--- src/inc/lpm_pkg.sv ---
// Constants and types for the low-power mode controller
// Assumes a 50 MHz pclk and an APB master outside
package lpm_pkg;

  // ==========================================================
  // Register map
  localparam logic [11:0] lpm_mode_offset   = 12'h000;
  localparam logic [11:0] lpm_cfg_offset    = 12'h004;
  localparam logic [11:0] lpm_status_offset = 12'h008;
  localparam logic [11:0] lpm_wake_offset   = 12'h00c;

  // ==========================================================
  // Field positions
  localparam int lpm_cfg_per_pll_pos   = 0;
  localparam int lpm_cfg_audio_osc_pos = 1;
  localparam int lpm_wake_pos          = 0;

  // ==========================================================
  // Reset values
  localparam logic [1:0]  lpm_mode_reset = 2'h0;
  localparam logic [31:0] lpm_cfg_reset  = 32'h0000_0000;
  localparam logic [15:0] lpm_gate_reset = 16'h0000;

  // ==========================================================
  // Timing: settle time of clocks before core enters wfi
  localparam int lpm_settle_ns     = 100;
  localparam int lpm_clk_period_ns = 20;
  localparam int lpm_settle_cycles = (lpm_settle_ns + lpm_clk_period_ns - 1) / lpm_clk_period_ns;

  typedef enum logic [1:0] {
    lpm_wait_mode,
    lpm_doze_mode,
    lpm_stop_mode,
    lpm_static_mode
  } lpm_mode_type;

  typedef struct packed {
    logic        crossbar_run;
    logic        core_pll_on;
    logic        per_pll_on;
    logic        osc24_on;
    logic        audio_osc_on;
    logic        random_generator_osc_on;
    logic        cache_ctrl_on;
    logic        write_buffer_logic_en;
    logic        cache_array_pwr;
    logic        core_wfi;
    logic [15:0] module_clk_en;
  } lpm_ctrl_type;

endpackage : lpm_pkg

--- src/logic/lpm_ctrl.sv ---
// Low-power mode controller: drives clock, PLL and oscillator enables
// Assumes an APB master, synchronous wake input, 50 MHz pclk
`timescale 1ns/1ns

module lpm_ctrl
  import lpm_pkg::*;
(
  input  wire logic         pclk,
  input  wire logic         presetn,
  input  wire logic         psel,
  input  wire logic         penable,
  input  wire logic         pwrite,
  input  wire logic [11:0]  paddr,
  input  wire logic [31:0]  pwdata,
  output logic              pready,
  output logic              pslverr,
  output logic [31:0]       prdata,
  input  wire logic         wake_event,
  output lpm_ctrl_type      ctrl
);

  // ==========================================================
  // Register state
  lpm_mode_type mode;
  logic [31:0]  cfg;
  logic [15:0]  clock_gate_register;
  logic         low_power;
  logic [7:0]   settle_cnt;
  lpm_ctrl_type next_ctrl;

  wire logic wr_acc = psel && penable && pwrite;

  function automatic logic addr_hit(input logic [11:0] a);
    addr_hit = (a == lpm_mode_offset) || (a == lpm_cfg_offset)
            || (a == lpm_status_offset) || (a == lpm_wake_offset);
  endfunction : addr_hit

  assign pready  = 1'b1;
  assign pslverr = psel && penable && !addr_hit(paddr);

  always_ff @(posedge pclk or negedge presetn) begin
    if (!presetn) begin
      mode <= lpm_wait_mode;
      cfg  <= lpm_cfg_reset;
    end else if (wr_acc && paddr == lpm_mode_offset) begin
      mode <= lpm_mode_type'(pwdata[1:0]);
    end else if (wr_acc && paddr == lpm_cfg_offset) begin
      cfg <= pwdata;
    end
  end

  // Gate register shares the cfg word upper half
  always_ff @(posedge pclk or negedge presetn) begin
    if (!presetn) begin
      clock_gate_register <= lpm_gate_reset;
    end else if (wr_acc && paddr == lpm_cfg_offset) begin
      clock_gate_register <= pwdata[31:16];
    end
  end

  // Entry by writing wake register bit 0 low; wake leaves low power
  always_ff @(posedge pclk or negedge presetn) begin
    if (!presetn) begin
      low_power  <= 1'b0;
      settle_cnt <= 8'h00;
    end else if (wake_event) begin
      low_power  <= 1'b0;
      settle_cnt <= 8'h00;
    end else if (wr_acc && paddr == lpm_wake_offset && !pwdata[lpm_wake_pos] && !low_power) begin
      // A second entry write must not reload the count and drop wfi
      low_power  <= 1'b1;
      settle_cnt <= 8'(lpm_settle_cycles);
    end else if (settle_cnt != 8'h00) begin
      settle_cnt <= settle_cnt - 8'h01;
    end
  end

  // ==========================================================
  // Run arrangement: everything on but write buffer logic, core free to execute
  function automatic lpm_ctrl_type run_arrangement();
    lpm_ctrl_type r;
    r = '0;
    r.crossbar_run            = 1'b1;
    r.core_pll_on             = 1'b1;
    r.per_pll_on              = 1'b1;
    r.osc24_on                = 1'b1;
    r.audio_osc_on            = 1'b1;
    r.random_generator_osc_on = 1'b1;
    r.cache_ctrl_on           = 1'b1;
    r.write_buffer_logic_en   = 1'b0;
    r.cache_array_pwr         = 1'b1;
    r.core_wfi                = 1'b0;
    r.module_clk_en           = 16'hffff;
    run_arrangement = r;
  endfunction : run_arrangement

  // ==========================================================
  // Low-power arrangement, every mode-dependent field named per mode
  // Spelling each mode out costs lines but hides no field in a default
  function automatic lpm_ctrl_type arrangement(
    input lpm_mode_type md,
    input logic         per_pll_cfg,
    input logic         audio_cfg,
    input logic [15:0]  gate
  );
    lpm_ctrl_type a;
    a = '0;
    // Cache array stays powered so contents survive
    a.cache_array_pwr         = 1'b1;
    a.random_generator_osc_on = 1'b0;
    a.osc24_on                = 1'b1;
    case (md)
      lpm_wait_mode: begin
        a.crossbar_run          = 1'b1;
        a.core_pll_on           = 1'b1;
        a.per_pll_on            = per_pll_cfg;
        a.audio_osc_on          = audio_cfg;
        a.cache_ctrl_on         = 1'b1;
        a.write_buffer_logic_en = 1'b0;
        a.module_clk_en         = gate;
      end

      lpm_doze_mode: begin
        a.crossbar_run          = 1'b0;
        a.core_pll_on           = 1'b1;
        a.per_pll_on            = per_pll_cfg;
        a.audio_osc_on          = audio_cfg;
        a.cache_ctrl_on         = 1'b0;
        a.write_buffer_logic_en = 1'b1;
        a.module_clk_en         = gate;
      end

      lpm_stop_mode: begin
        // Only the 24 MHz oscillator keeps running
        a.crossbar_run          = 1'b0;
        a.core_pll_on           = 1'b0;
        a.per_pll_on            = 1'b0;
        a.audio_osc_on          = 1'b0;
        a.cache_ctrl_on         = 1'b0;
        a.write_buffer_logic_en = 1'b1;
        a.module_clk_en         = 16'h0000;
      end

      lpm_static_mode: begin
        a.crossbar_run          = 1'b0;
        a.core_pll_on           = 1'b0;
        a.per_pll_on            = 1'b0;
        a.audio_osc_on          = 1'b0;
        a.cache_ctrl_on         = 1'b0;
        a.write_buffer_logic_en = 1'b1;
        a.module_clk_en         = 16'h0000;
      end

      default: begin
        a = run_arrangement();
      end
    endcase
    arrangement = a;
  endfunction : arrangement

  // ==========================================================
  // Mode decode
  // Core holds off wfi until the settle count has run out
  always_comb begin
    next_ctrl = run_arrangement();
    if (low_power) begin
      next_ctrl = arrangement(mode, cfg[lpm_cfg_per_pll_pos], cfg[lpm_cfg_audio_osc_pos],
                              clock_gate_register);
      next_ctrl.core_wfi = (settle_cnt == 8'h00);
    end
  end

  always_ff @(posedge pclk or negedge presetn) begin
    if (!presetn) begin
      ctrl <= '0;
    end else begin
      ctrl <= next_ctrl;
    end
  end

  // ==========================================================
  // Read data registered during setup so it is stable at access
  always_ff @(posedge pclk or negedge presetn) begin
    if (!presetn) begin
      prdata <= 32'h0000_0000;
    end else if (psel && !penable && !pwrite) begin
      case (paddr)
        lpm_mode_offset:   prdata <= {30'h0, mode};
        lpm_cfg_offset:    prdata <= {clock_gate_register, cfg[15:0]};
        lpm_status_offset: prdata <= {ctrl[25:0], 5'h00, low_power};
        lpm_wake_offset:   prdata <= {31'h0, !low_power};
        default:           prdata <= 32'h0000_0000;
      endcase
    end
  end

endmodule : lpm_ctrl

--- config.mk ---
export PLATFORM = sky130hd
export DESIGN_NAME = lpm_ctrl
export DESIGN_NICKNAME = d
export VERILOG_FILES = /design/src/inc/lpm_pkg.sv /design/src/logic/lpm_ctrl.sv
export SDC_FILE = /design/constraint.sdc
export NUM_CORES = 1
export LEC_CHECK = 0
export BUFFER_PORTS_ARGS = -buffer_cell sky130_fd_sc_hd__buf_4
export CORE_MARGIN = 4
export CORE_UTILIZATION = 40
export CTS_CLUSTER_SIZE = 10
export DETAILED_ROUTE_END_ITERATION = 6
export PLACE_DENSITY = 0.67
export SETUP_SLACK_MARGIN = 0.2
export SLEW_MARGIN = 20
export SYNTH_ARGS = -nofsm -noshare
export SYNTH_HDL_FRONTEND = slang
export SYNTH_SLANG_ARGS = --single-unit
--- constraint.sdc ---
create_clock -name pclk -period 2.5 [get_ports pclk]
set_clock_uncertainty 0.1 [all_clocks]
set_input_delay 0.375 -clock pclk [delete_from_list [all_inputs] [get_ports pclk]]
set_output_delay 0.375 -clock pclk [all_outputs]
set_load 0.02 [all_outputs]
---- Word-level counts from Yosys, hierarchy flattened ----
Index checks and enable logic that the tools add are counted.
operators by class
  $add $sub $neg .......................... 1
  eq/ne operators ......................... 6
  mux-type cells .......................... 11
  bitwise operators ....................... 1
  reductions and logical operators ........ 28
operators by type and width
  kind                   count
  $pmux W32 S4           1
  $pmux W16 S2           1
  $mux W26               1
  $eq A12 B4 Y1 const B  2
  $mux W8                3
  $eq A12 B3 Y1 const B  1
  $logic_not A12 Y1      1
  $logic_and A1 B1 Y1    10
  $pmux W3 S3            1
  $logic_not A8 Y1       1
  $reduce_bool A8 Y1     1
  $sub A8 B1 Y8 const B  1
  $logic_not A1 Y1       5
  $eq A2 B2 Y1 const B   2
  $pmux W2 S2            1
  $reduce_or A2 Y1       2
  $logic_or A1 B1 Y1     3
  $reduce_bool A3 Y1     1
  $reduce_or A3 Y1       1
  $eq A2 B1 Y1 const B   1
  $logic_not A2 Y1       1
  $mux W1                2
  $pmux W1 S2            1
  $reduce_and A2 Y1      1
  other kinds (2)        2
storage, ports and cells
  register bits after elaboration ......... 101
  input port bits ......................... 50
  output and inout bits ................... 60

---- Depth between registers and ports, before layout ----
Gate-level depths: netlist of run 1.
  word-level depth ........................ 7
  mapped depth ............................ 6
  depth with buffers taken out ............ 6

---- Least setup slack after synthesis of run 1 ----
OpenSTA, ideal clock, no wires.
  path kind ............................... input-to-reg
  from .................................... in paddr[11]
  to ...................................... reg cfg[0]
  library setup time ...................... 128 ps
  arrival time ............................ 1804 ps
  required time ........................... 2272 ps
  path slack .............................. 469 ps
  stages .................................. 5
  path buffers ............................ 1
  path through ............................ nor4_2 > nand3_1 > nor3b_2 > buf_4 > mux2_1
on the way
  cells in the longest elaborated chain, start to end .. 4
  elaborated cells between the ends (all ways) .. 6
ends and longest elaborated chain
  item                                    line            RTL
  start, declared                         lpm_ctrl.sv:13  input wire logic [11:0] paddr,
  $logic_not A12 Y1                       lpm_ctrl.sv:45  end else if (wr_acc && paddr == lpm_mode_offset) begin
  $logic_and A1 B1 Y1                     lpm_ctrl.sv:45
  $not A1 Y1 (no source line)             --
  $reduce_and A2 Y1 (no source line) (*)  --
  end signal, assigned                    lpm_ctrl.sv:44  cfg <= lpm_cfg_reset;
  end signal, assigned                    lpm_ctrl.sv:48  cfg <= pwdata;
  end, declared                           lpm_ctrl.sv:25  logic [31:0] cfg;
Every way passes the cells marked *; elsewhere a longest branch is shown, timed or not.
A chain may end at the register's enable or synchronous reset.

---- Worst setup path after layout of run 1 ----
  from .................................... in paddr[7]
  to ...................................... out pslverr
on the way
  cells in the longest elaborated chain, start to end .. 6
  elaborated cells between the ends (all ways) .. 9
ends and longest elaborated chain
  item                                                line            RTL
  $eq A12 B3 Y1 or $logic_not A12 Y1 (tied branches)  lpm_ctrl.sv:34  addr_hit = (a == lpm_mode_offset) || (a == lpm_cfg_offset)
  $logic_or A1 B1 Y1                                  lpm_ctrl.sv:34
  $logic_or A1 B1 Y1                                  lpm_ctrl.sv:35  || (a == lpm_status_offset) || (a == lpm_wake_offset);
  $logic_or A1 B1 Y1 (*)                              lpm_ctrl.sv:35
  $logic_not A1 Y1 (*)                                lpm_ctrl.sv:39  assign pslverr = psel && penable && !addr_hit(paddr);
  $logic_and A1 B1 Y1 (*)                             lpm_ctrl.sv:39
  end, declared                                       lpm_ctrl.sv:16  output logic pslverr,
Marks and branches as above.

==> reports/qor.yml, run 1 <==
cp-start-kind: "input port"
hold_start: "wake_event"
synth_cells: 356
slowest_stage: "nor4_2"
grt-ovfl-total: 0
tritoncts: "done"
p_leak_nw: 2.45
stdcell_count: 601
vias: 2979
switchingPower_uw: 852
synth_top_cell_by_area: "dfrtp_1"
cts_root_buf: "clkbuf_8"
hpwl_mm: 6.83
cts.sinks: 99
die_y_um: 109
critical-path-max-stage-delay_ns: 0.35
crit_chain: "buf_4, nor4_2, nand3_1, buf_4, and3_1, buf_4"
clockBufferDepth: 2
power_mw: 3.11
reg2regPathDepth: 4
hold_path.class: "input port to flop"
drcViolationCount: 0
clk_pin_slew_ns: 0.10
final_cell_mix: "buf_4 (115), dfrtp_1 (99), nand2_1 (42)"
synth_top_area_share_pct: 61.2
finalHoldWorstSlack_ns: 0.0700
outcome: "finished, final reports clean"
yosysWarnings: 0
synth.area.top_cells: "dfrtp_1 (61%), mux2_1 (8.9%), o21ai_0 (5.1%)"
grt_start_max_net_pins: 45
insertedDiodeCount: 0
cp_max_fo: 5
timing_hold_violations_final: 0
place.gp.congestion: 0.779
synth_edf_count: 0
crit_path_frequent_cell: "buf_4"
power_frac_comb_pct: 15.3
synth_flop_cell: "dfrtp_1"
htreeDepth: 3
seq_power_share_pct: 54.6
grt_pass1_wl_mm: 15.8
postSynthAreaPerCell_um2: 11.4
m1WireLength_mm: 4.20
maxSlewViolCount: 0
routed_via_density: 4.96
r2r-start: "settle_cnt[4]"
power.share.clock_pct: 30.1
crit_required_ns: 2.03
finalSetupTns_ns: 0
dieArea_um2: 11800
power.share.switching_pct: 27.4
reg2reg_to: "settle_cnt[0]"
drtAntennaViolNets: 0
grt_pass1_vias: 3152
routed-wl-met3_um: 482
vdd_drop_max_v: 0.000272
setup_violations: 0
timing.slew.headroom_pct: 46.6
worstMarginPinSlew_ns: 0.801
place_ws_ns: 0.269
drv_cap: 0
powerDensity_nw_per_um2: 596
synth_area_um2: 4050
holdPathStages: 2
critPathKind: "input port to output pin"
io_pins: 110
critPathArrivalTime_ns: 1.64
cts_resized: 0
routed.top_layer: "met4"
start_util_pct: 41.2
async_reset_ff_share_pct: 100
reg2reg_slack_ns: 0.74
fp-row-count: 36
syn_to_final_growth_pct: 28.7
synthDistinctLibCells: 35
nets: 515
end_kind: "output pin"
rsz0062_at_grt: "false"
synth-seq-area-share_pct: 61.2
layout-drive-gt1-share_pct: 29.9
dr.pass1.iters: 5
fin_ws_ns: 0.386
drt-total-wl_mm: 9.86
io_buffers: 108
cts_made_buffers: 9
layout_commonest_cell: "buf_4"
clock.fmax_mhz: 473
die_w_um: 109
fp.coreArea_um2: 9820
ys_seq_elements: 99
wl_met2_mm: 4.98
dp.cells: 584
grtUsageTotal_pct: 17.5
internal_power_mw: 2.25
antenna_found_initial: 0
fin_crit_sh_pct: 84.5
post_drt_wl_per_cell_um: 16.4
whs_endpoint: "settle_cnt[2]"
post-route-min-period_ns: 2.11
dr.first_iter.drc_count: 103
clk_latency_ns: 0.36
[worst max path at each step]
| stage | from | endpoint | slack (ns) | cells past startpoint |
|---|---|---|---|---|
| finish | paddr[7] | pslverr | 0.39 | 6 |
| global route | paddr[11] | pslverr | 0.32 | 6 |
| CTS | paddr[11] | pslverr | 0.38 | 6 |
| detailed placement | paddr[11] | clock_gate_register[5] | 0.27 | 6 |
| global placement | paddr[11] | clock_gate_register[5] | 0.34 | 6 |
| floorplan | paddr[11] | cfg[0] | 0.47 | 5 |
[per-layer routing]
metal | track usage, % | vias up
met5 | 0 | -
met4 | 6.49 | 0
met3 | 4.50 | 14
met2 | 29.1 | 68
met1 | 22.1 | 1466
li1 | - | 1431
[cells in the mapped netlist (4+ instances only)]
library cell and number:
dfrtp_1 99, nand2_1 42, o21ai_0 41, mux2_1 32
a22oi_1 26, inv_1 23, clkbuf_1 14, nor2_1 10
o21ai_1 9, a21oi_1 8, buf_4 6, nor2b_1 5
mux2i_1 4
[state kept, by name, summed over array words and instances (netlist names)]
name and count:
low_power 1, clock_gate_register 16, prdata 32, ctrl 24, mode 2, cfg 16, settle_cnt 8
[power groups by stage]
stage          Sequential, mW  Clock [mW]  Combinational, mW
3_3_place_gp             1.72           0              0.453
5_1_grt                  1.71        1.03              0.534
6_report                 1.70       0.935              0.475
2_1_floorplan            1.72           0              0.303
4_1_cts                  1.70       0.958              0.483
3_5_place_dp             1.73           0              0.479
[critical path, delay by kind of cell]
| kind | cells | cell delay (ns) |
|---|---|---|
| simple gates | 3 | 0.78 |
| buf+inv | 3 | 0.49 |
[per-stage QoR]
step / util [%] / instance area [µm²]
floorplan: - / 4050
CTS: 53.1 / 5210
global placement: 51.2 / 5020
finish: 53.1 / 5210
detailed placement: 51.2 / 5020
global route: 53.1 / 5210
[final cells by class]
type	instances	area (µm²)
clock inverters	5	37.5
multi-input cells	212	1390
clock buffers	11	141
fillers	910	4610
flip-flops and latches	99	2480
well taps	133	166
repair buffers	118	913
inverters	23	86.3
[repair_timing]
| action | 4_1_cts | 5_1_grt |
|---|---|---|
| setup buffers | 0 | 0 |
| hold buffers | 1 | 0 |
| endpoints found under the hold margin | 42 | 0 |
[cell families (layout without fill, tap and decap cells)]
| logic type | Yosys count | count (layout) | synth area share (%) |
|---|---|---|---|
| other | 1 | 2 | 0.0926 |
| muxes | 38 | 38 | 10.4 |
| AOI/OAI and AO/OA | 88 | 88 | 12.7 |
| DFF | 99 | 99 | 61.2 |
| buffers and inverters | 46 | 157 | 4.85 |
| adders and majority gates | 2 | 2 | 0.618 |
| and+or+nand+nor | 80 | 80 | 9.64 |
| xor gates and xnor gates | 2 | 2 | 0.433 |
No activity file was read; power rests on OpenSTA's default activity.
==> run 2, diff against run 1 <==
--- a/config.mk
+++ b/config.mk
@@ -5,12 +5,13 @@
 export SDC_FILE = /design/constraint.sdc
 export NUM_CORES = 1
 export LEC_CHECK = 0
+export ABC_AREA = 1
 export BUFFER_PORTS_ARGS = -buffer_cell sky130_fd_sc_hd__buf_4
 export CORE_MARGIN = 4
 export CORE_UTILIZATION = 40
 export CTS_CLUSTER_SIZE = 10
 export DETAILED_ROUTE_END_ITERATION = 6
-export PLACE_DENSITY = 0.67
+export PLACE_DENSITY = 0.68
 export SETUP_SLACK_MARGIN = 0.2
 export SLEW_MARGIN = 20
 export SYNTH_ARGS = -nofsm -noshare
==> constraint.sdc (replaced) <==
create_clock -name pclk -period 1.92 [get_ports pclk]
set_clock_uncertainty 0.1 [all_clocks]
set_input_delay 0.288 -clock pclk [delete_from_list [all_inputs] [get_ports pclk]]
set_output_delay 0.288 -clock pclk [all_outputs]
set_load 0.02 [all_outputs]
==> run 2 against run 1 <==
Against the previous run:
- design area up 11%
- power up 47%
- critical path depth up 2
- synthesized area up 12%
- combinational power up 31%
- clock-buffer cell count down 2
- sequential power up 28%
- non-clock buffer count up 3
- final cell count up 30%
- setup slack worse by 0.057 ns
- critical path type is now flop to flop
- largest power group unchanged
- highest routed layer unchanged
==> reports/qor.yml, run 2 <==
outcome: "finished, final reports clean"
synth_top_family_by_area: "simple AND/OR/NAND/NOR gates"
tritoncts: "done"
synth-seq-area-share_pct: 54.8
critPathArrivalTime_ns: 1.72
async_reset_ff_share_pct: 100
synth_top_cell_by_area: "dfrtp_1"
start_util_pct: 41.3
layout-drive-gt1-share_pct: 25.9
ys_seq_elements: 99
p_leak_nw: 3.07
powerDensity_nw_per_um2: 789
synth.area.top_cells: "dfrtp_1 (55%), nand2_1 (16%), nand3_1 (5.8%)"
routed_via_density: 4.87
grt_start_max_net_pins: 57
top_regs: "prdata (32), ctrl (24)"
grtUsageTotal_pct: 18.2
maxSlewViolCount: 0
cts_made_buffers: 9
drcViolationCount: 0
hold_path.class: "input port to flop"
slowest_stage: "dfrtp_1"
syn_to_final_growth_pct: 27.6
crit_chain: "inv_1, ha_1, nand3_1, nor2_4, inv_2, nand2_1, xor2_1, nor2_1"
finalSetupTns_ns: 0
drtAntennaViolNets: 0
synth_edf_count: 0
grt-ovfl-total: 0
power_mw: 4.55
synth_compound_area_share_pct: 7.97
stdcell_count: 784
clk_latency_ns: 0.35
end_kind: "flop"
rsz0062_at_grt: "false"
synth_top_area_share_pct: 54.8
synth.most_common_cell: "nand2_1"
timing.slew.headroom_pct: 63.1
setup_violations: 0
yosysWarnings: 0
drt-total-wl_mm: 11.5
htreeDepth: 3
timing_hold_violations_final: 0
hpwl_mm: 8.12
final_area_um2: 5770
critical_path.top_delay_family: "simple AND/OR/NAND/NOR gates"
top_register: "prdata"
synth_cells: 532
clockBufferDepth: 2
worstMarginPinSlew_ns: 0.554
yosys.area_share.xor_xnor_pct: 0.581
die_y_um: 114
synthAdderAreaFrac_pct: 0.554
synth_area_um2: 4520
clk_pin_slew_ns: 0.07
crit_required_ns: 2.05
post-route-min-period_ns: 1.59
cp-start-kind: "flop"
post_drt_wl_per_cell_um: 14.6
vias: 3820
postSynthAreaPerCell_um2: 8.49
dp.cells: 765
fp-row-count: 38
critPathKind: "flop to flop"
synthDistinctLibCells: 28
synth_flop_cell: "dfrtp_1"
crit_buf_inv: 2
io_buffers: 108
antenna_found_initial: 0
dr.pass1.iters: 5
dieArea_um2: 13100
final_cell_mix: "nand2_1 (194), buf_4 (116), dfrtp_1 (99)"
grt_pass1_vias: 3770
synth-simple-area-share_pct: 27.1
drv_cap: 0
nets: 691
muxShareOfSynthArea_pct: 0
dr.first_iter.drc_count: 224
fin_crit_sh_pct: 82.8
die_w_um: 114
vdd_drop_max_v: 0.000656
clock.fmax_mhz: 629
layout_commonest_cell: "nand2_1"
cts_root_buf: "clkbuf_16"
cp_max_fo: 9
place.gp.congestion: 0.774
synthTopCellsByCount: "nand2_1 (194), dfrtp_1 (99), inv_1 (54)"
insertedDiodeCount: 0
fp.coreArea_um2: 10900
grt_pass1_wl_mm: 18.7
largest_reg_flops: 32
place_area_um2: 5450
critical-path-max-stage-delay_ns: 0.39
io_pins: 110
cts.sinks: 99
[run 2: cell types whose count changed in the layout (fill, tap and decap cells not counted), moves of 18 or more]
cell / before / now
nand3_1: 3 / 52
inv_1: 23 / 54
mux2_1: 32 / 0
nand2_1: 42 / 194
a22oi_1: 26 / 0
o21ai_0: 41 / 23
[run 2: worst paths after layout]
path,cells after the start,slack [ns],to,startpoint
min,2,0.02,settle_cnt[2],wake_event
min in group asynchronous,2,0.37,prdata[7],presetn
min reg2reg,2,0.38,prdata[22],prdata[22]
max in group asynchronous,3,0.71,prdata[22],presetn
max,8,0.33,settle_cnt[5],settle_cnt[0]
max reg2reg,8,0.33,settle_cnt[5],settle_cnt[0]
[run 2: metrics by stage]
step	hold slack [ns]	worst slack, ns	util, %
final	0.0183	0.330	52.7
after global routing	0.0115	0.213	52.7
after CTS	0.00679	0.248	52.6
after detailed placement	0.216	0.218	49.9
after global placement	0.209	0.263	49.9
after floorplan	-0.108	0.455	-
[run 2: cell type report]
cell class / count / area (µm²)
inverter: 58 / 218
sequential: 99 / 2480
clock inverter: 7 / 60.1
multi-input combinational: 350 / 1650
fill: 1032 / 5170
timing repair buffer: 121 / 961
clock buffer: 9 / 225
tap: 140 / 175
[run 2: cell families after synthesis]
| family | Yosys count |
|---|---|
| simple gates | 282 |
| flops | 99 |
| buf+inv | 84 |
| compound gates | 61 |
| xor+xnor | 3 |
| fa+ha+maj | 2 |
| other cells | 1 |
[run 2: timing repair]
item	4_1_cts	5_1_grt
hold buffers	1	0
setup buffers	0	2
gates resized for setup	0	1
endpoints found under the hold margin	40	0
setup endpoints to repair	0	3
[run 2: where the power goes]
part	total, mW	leakage, nW	internal (mW)	switching (mW)
sequential	2.18	1.26	2.14	0.0377
clock	1.75	0.136	0.905	0.848
combinational	0.620	1.67	0.245	0.375
total	4.55	3.07	3.29	1.26
[run 2: metal layers]
| metal | wire, µm | vias up | track usage, % |
|---|---|---|---|
| li1 | - | 1868 | - |
| met1 | 5000 | 1814 | 24.2 |
| met2 | 5650 | 123 | 30.6 |
| met3 | 674 | 15 | 3.70 |
| met4 | 142 | 0 | 4.28 |
| met5 | 0 | - | 0 |
==> run 3, diff against run 2 <==
--- a/config.mk
+++ b/config.mk
@@ -5,13 +5,13 @@
 export SDC_FILE = /design/constraint.sdc
 export NUM_CORES = 1
 export LEC_CHECK = 0
-export ABC_AREA = 1
+export ABC_AREA = 0
 export BUFFER_PORTS_ARGS = -buffer_cell sky130_fd_sc_hd__buf_4
 export CORE_MARGIN = 4
 export CORE_UTILIZATION = 40
 export CTS_CLUSTER_SIZE = 10
 export DETAILED_ROUTE_END_ITERATION = 6
-export PLACE_DENSITY = 0.68
+export PLACE_DENSITY = 0.69
 export SETUP_SLACK_MARGIN = 0.2
 export SLEW_MARGIN = 20
 export SYNTH_ARGS = -nofsm -noshare
==> constraint.sdc (replaced) <==
create_clock -name pclk -period 1.4 [get_ports pclk]
set_clock_uncertainty 0.1 [all_clocks]
set_input_delay 0.21 -clock pclk [delete_from_list [all_inputs] [get_ports pclk]]
set_output_delay 0.21 -clock pclk [all_outputs]
set_load 0.02 [all_outputs]
==> run 3 against run 2 <==
Against the previous run:
- the flow now finishes with violations (setup timing)
- core utilization increased by 17 points
- sequential power up 40%
- routed wire length grew 12%
- design area grew 18%
- maximum frequency is 0.57% lower
- combinational power grew 140%
- critical path type unchanged
- sequential share of layout area fell by 6.5 points
- first-iteration DRC count down 36%
- global-route usage is 2.6 points higher
==> reports/qor.yml, run 3 (synthesis results as in run 1) <==
post_drt_wl_per_cell_um: 18.4
timing.slew.headroom_pct: 48.6
powerDensity_nw_per_um2: 931
fp-row-count: 36
fin_crit_sh_pct: 114
cp-start-kind: "flop"
vias: 3572
crit_chain: "nor4_4, nand3b_1, xnor2_1, a21oi_1"
dr.pass1.iters: 4
layout-drive-gt1-share_pct: 49.3
violations: "setup timing"
io_pins: 110
cp_num_cells: 4
timing_hold_violations_final: 0
critical_path.top_delay_family: "simple AND/OR/NAND/NOR gates"
post-route-min-period_ns: 1.60
drtAntennaViolNets: 0
dp.cells: 607
clockBufferDepth: 2
io_buffers: 108
nets: 611
finalSetupTns_ns: -4.59
cp_max_fo: 4
cts_root_buf: "clkbuf_8"
drcViolationCount: 0
hold_path.class: "input port to flop"
rsz0062_at_grt: "true"
end_kind: "flop"
fp.coreArea_um2: 9820
grtUsageTotal_pct: 20.7
outcome: "finished, violations left"
fin_ws_ns: -0.199
routed_via_density: 5.12
htreeDepth: 3
internal_power_mw: 4.44
cts_made_buffers: 9
syn_to_final_growth_pct: 68.1
antenna_found_initial: 0
power_frac_comb_pct: 23.4
critPathKind: "flop to flop"
power_mw: 6.33
slowest_stage: "dfrtp_1"
vdd_drop_max_v: 0.000533
hpwl_mm: 7.39
crit_required_ns: 1.59
clock.fmax_mhz: 625
reg2regPathDepth: 4
stdcell_count: 697
cts.sinks: 99
critical-path-max-stage-delay_ns: 0.43
seq_power_share_pct: 48.3
dieArea_um2: 11800
top_register: "prdata"
crit_start: "settle_cnt[4]"
endpoint: "settle_cnt[0]"
layout_commonest_cell: "buf_4"
grt-ovfl-total: 0
crit_buf_inv: 0
die_y_um: 109
critPathArrivalTime_ns: 1.79
die_w_um: 109
r2r-start: "settle_cnt[4]"
power.share.switching_pct: 29.9
reg2reg_slack_ns: -0.20
reg2reg_to: "settle_cnt[0]"
top_regs: "prdata (32), ctrl (24)"
start_util_pct: 41.2
switchingPower_mw: 1.90
clk_pin_slew_ns: 0.10
drt-total-wl_mm: 12.8
drv_cap: 0
tritoncts: "done"
maxSlewViolCount: 0
largest_reg_flops: 32
setup_violations: 43
p_leak_nw: 3.09
worstMarginPinSlew_ns: 0.770
dr.first_iter.drc_count: 144
grt_pass1_wl_mm: 18.7
power.share.clock_pct: 28.3
place.gp.congestion: 0.786
holdPathStages: 3
insertedDiodeCount: 0
grt_start_max_net_pins: 36
final_cell_mix: "buf_4 (103), dfrtp_1 (98), buf_6 (65)"
grt_pass1_vias: 3631
clk_latency_ns: 0.37
-- run 3: area by class of cell --
cell class,count,area (µm²)
Timing Repair Buffer,214,2110
Clock buffer,10,138
Multi-Input combinational cell,212,1770
Sequential cell,99,2480
Tap cell,133,166
Inverter,23,86.3
Clock inverter,6,60.1
Fill cell,693,3010
-- run 3: what timing repair did --
item                                    CTS  global route
gates cloned                              2             3
buffers inserted                         23            12
hold buffers                             34             0
pin swaps                                 4            10
endpoints found under the setup margin  129           117
endpoints found under the hold margin    87             0
gates resized for setup                  83            67
-- run 3: metrics by stage --
stage | hold WS, ns | area (µm²) | worst slack, ns | util, %
2_1_floorplan | -0.186 | 4210 | -0.330 | -
3_3_place_gp | 0.0541 | 5300 | -0.466 | 54.0
3_5_place_dp | 0.0602 | 5300 | -0.543 | 54.0
4_1_cts | 0.0727 | 6380 | -0.129 | 64.9
5_1_grt | 0.0875 | 6810 | -0.293 | 69.3
6_report | 0.100 | 6810 | -0.199 | 69.3
-- run 3: worst reg2reg max path, stage by stage, from the launching register on --
cell      delay [ns]
dfrtp_1         0.43
nor4_4          0.41
nand3b_1        0.26
xnor2_1         0.19
a21oi_1         0.14
-- run 3: layer usage --
layer	share of wire, %	vias up	global-route usage, %	routed length (µm)
met5	0	-	0	0
met4	2.6	0	8.66	331
met3	5.0	26	4.38	635
met2	53	110	35.7	6750
met1	40	1802	25.3	5110
li1	-	1634	-	-
-- run 3: power groups by stage --
| stage | Sequential [mW] | Combinational (mW) | Clock, mW |
|---|---|---|---|
| 2_1_floorplan | 3.09 | 0.606 | 0 |
| 3_3_place_gp | 3.09 | 1.08 | 0 |
| 3_5_place_dp | 3.09 | 1.12 | 0 |
| 4_1_cts | 3.04 | 1.31 | 1.82 |
| 5_1_grt | 3.07 | 1.59 | 1.94 |
| 6_report | 3.06 | 1.48 | 1.79 |
-- run 3: worst min path at each step --
stage,from,to,slack [ns]
final,pwdata[0],cfg[0],0.10
after global routing,pwdata[0],cfg[0],0.09
after CTS,pwdata[0],cfg[0],0.07
after detailed placement,presetn,ctrl[19],0.06
after global placement,presetn,clock_gate_register[15],0.05
after floorplan,presetn,cfg[0],-0.19
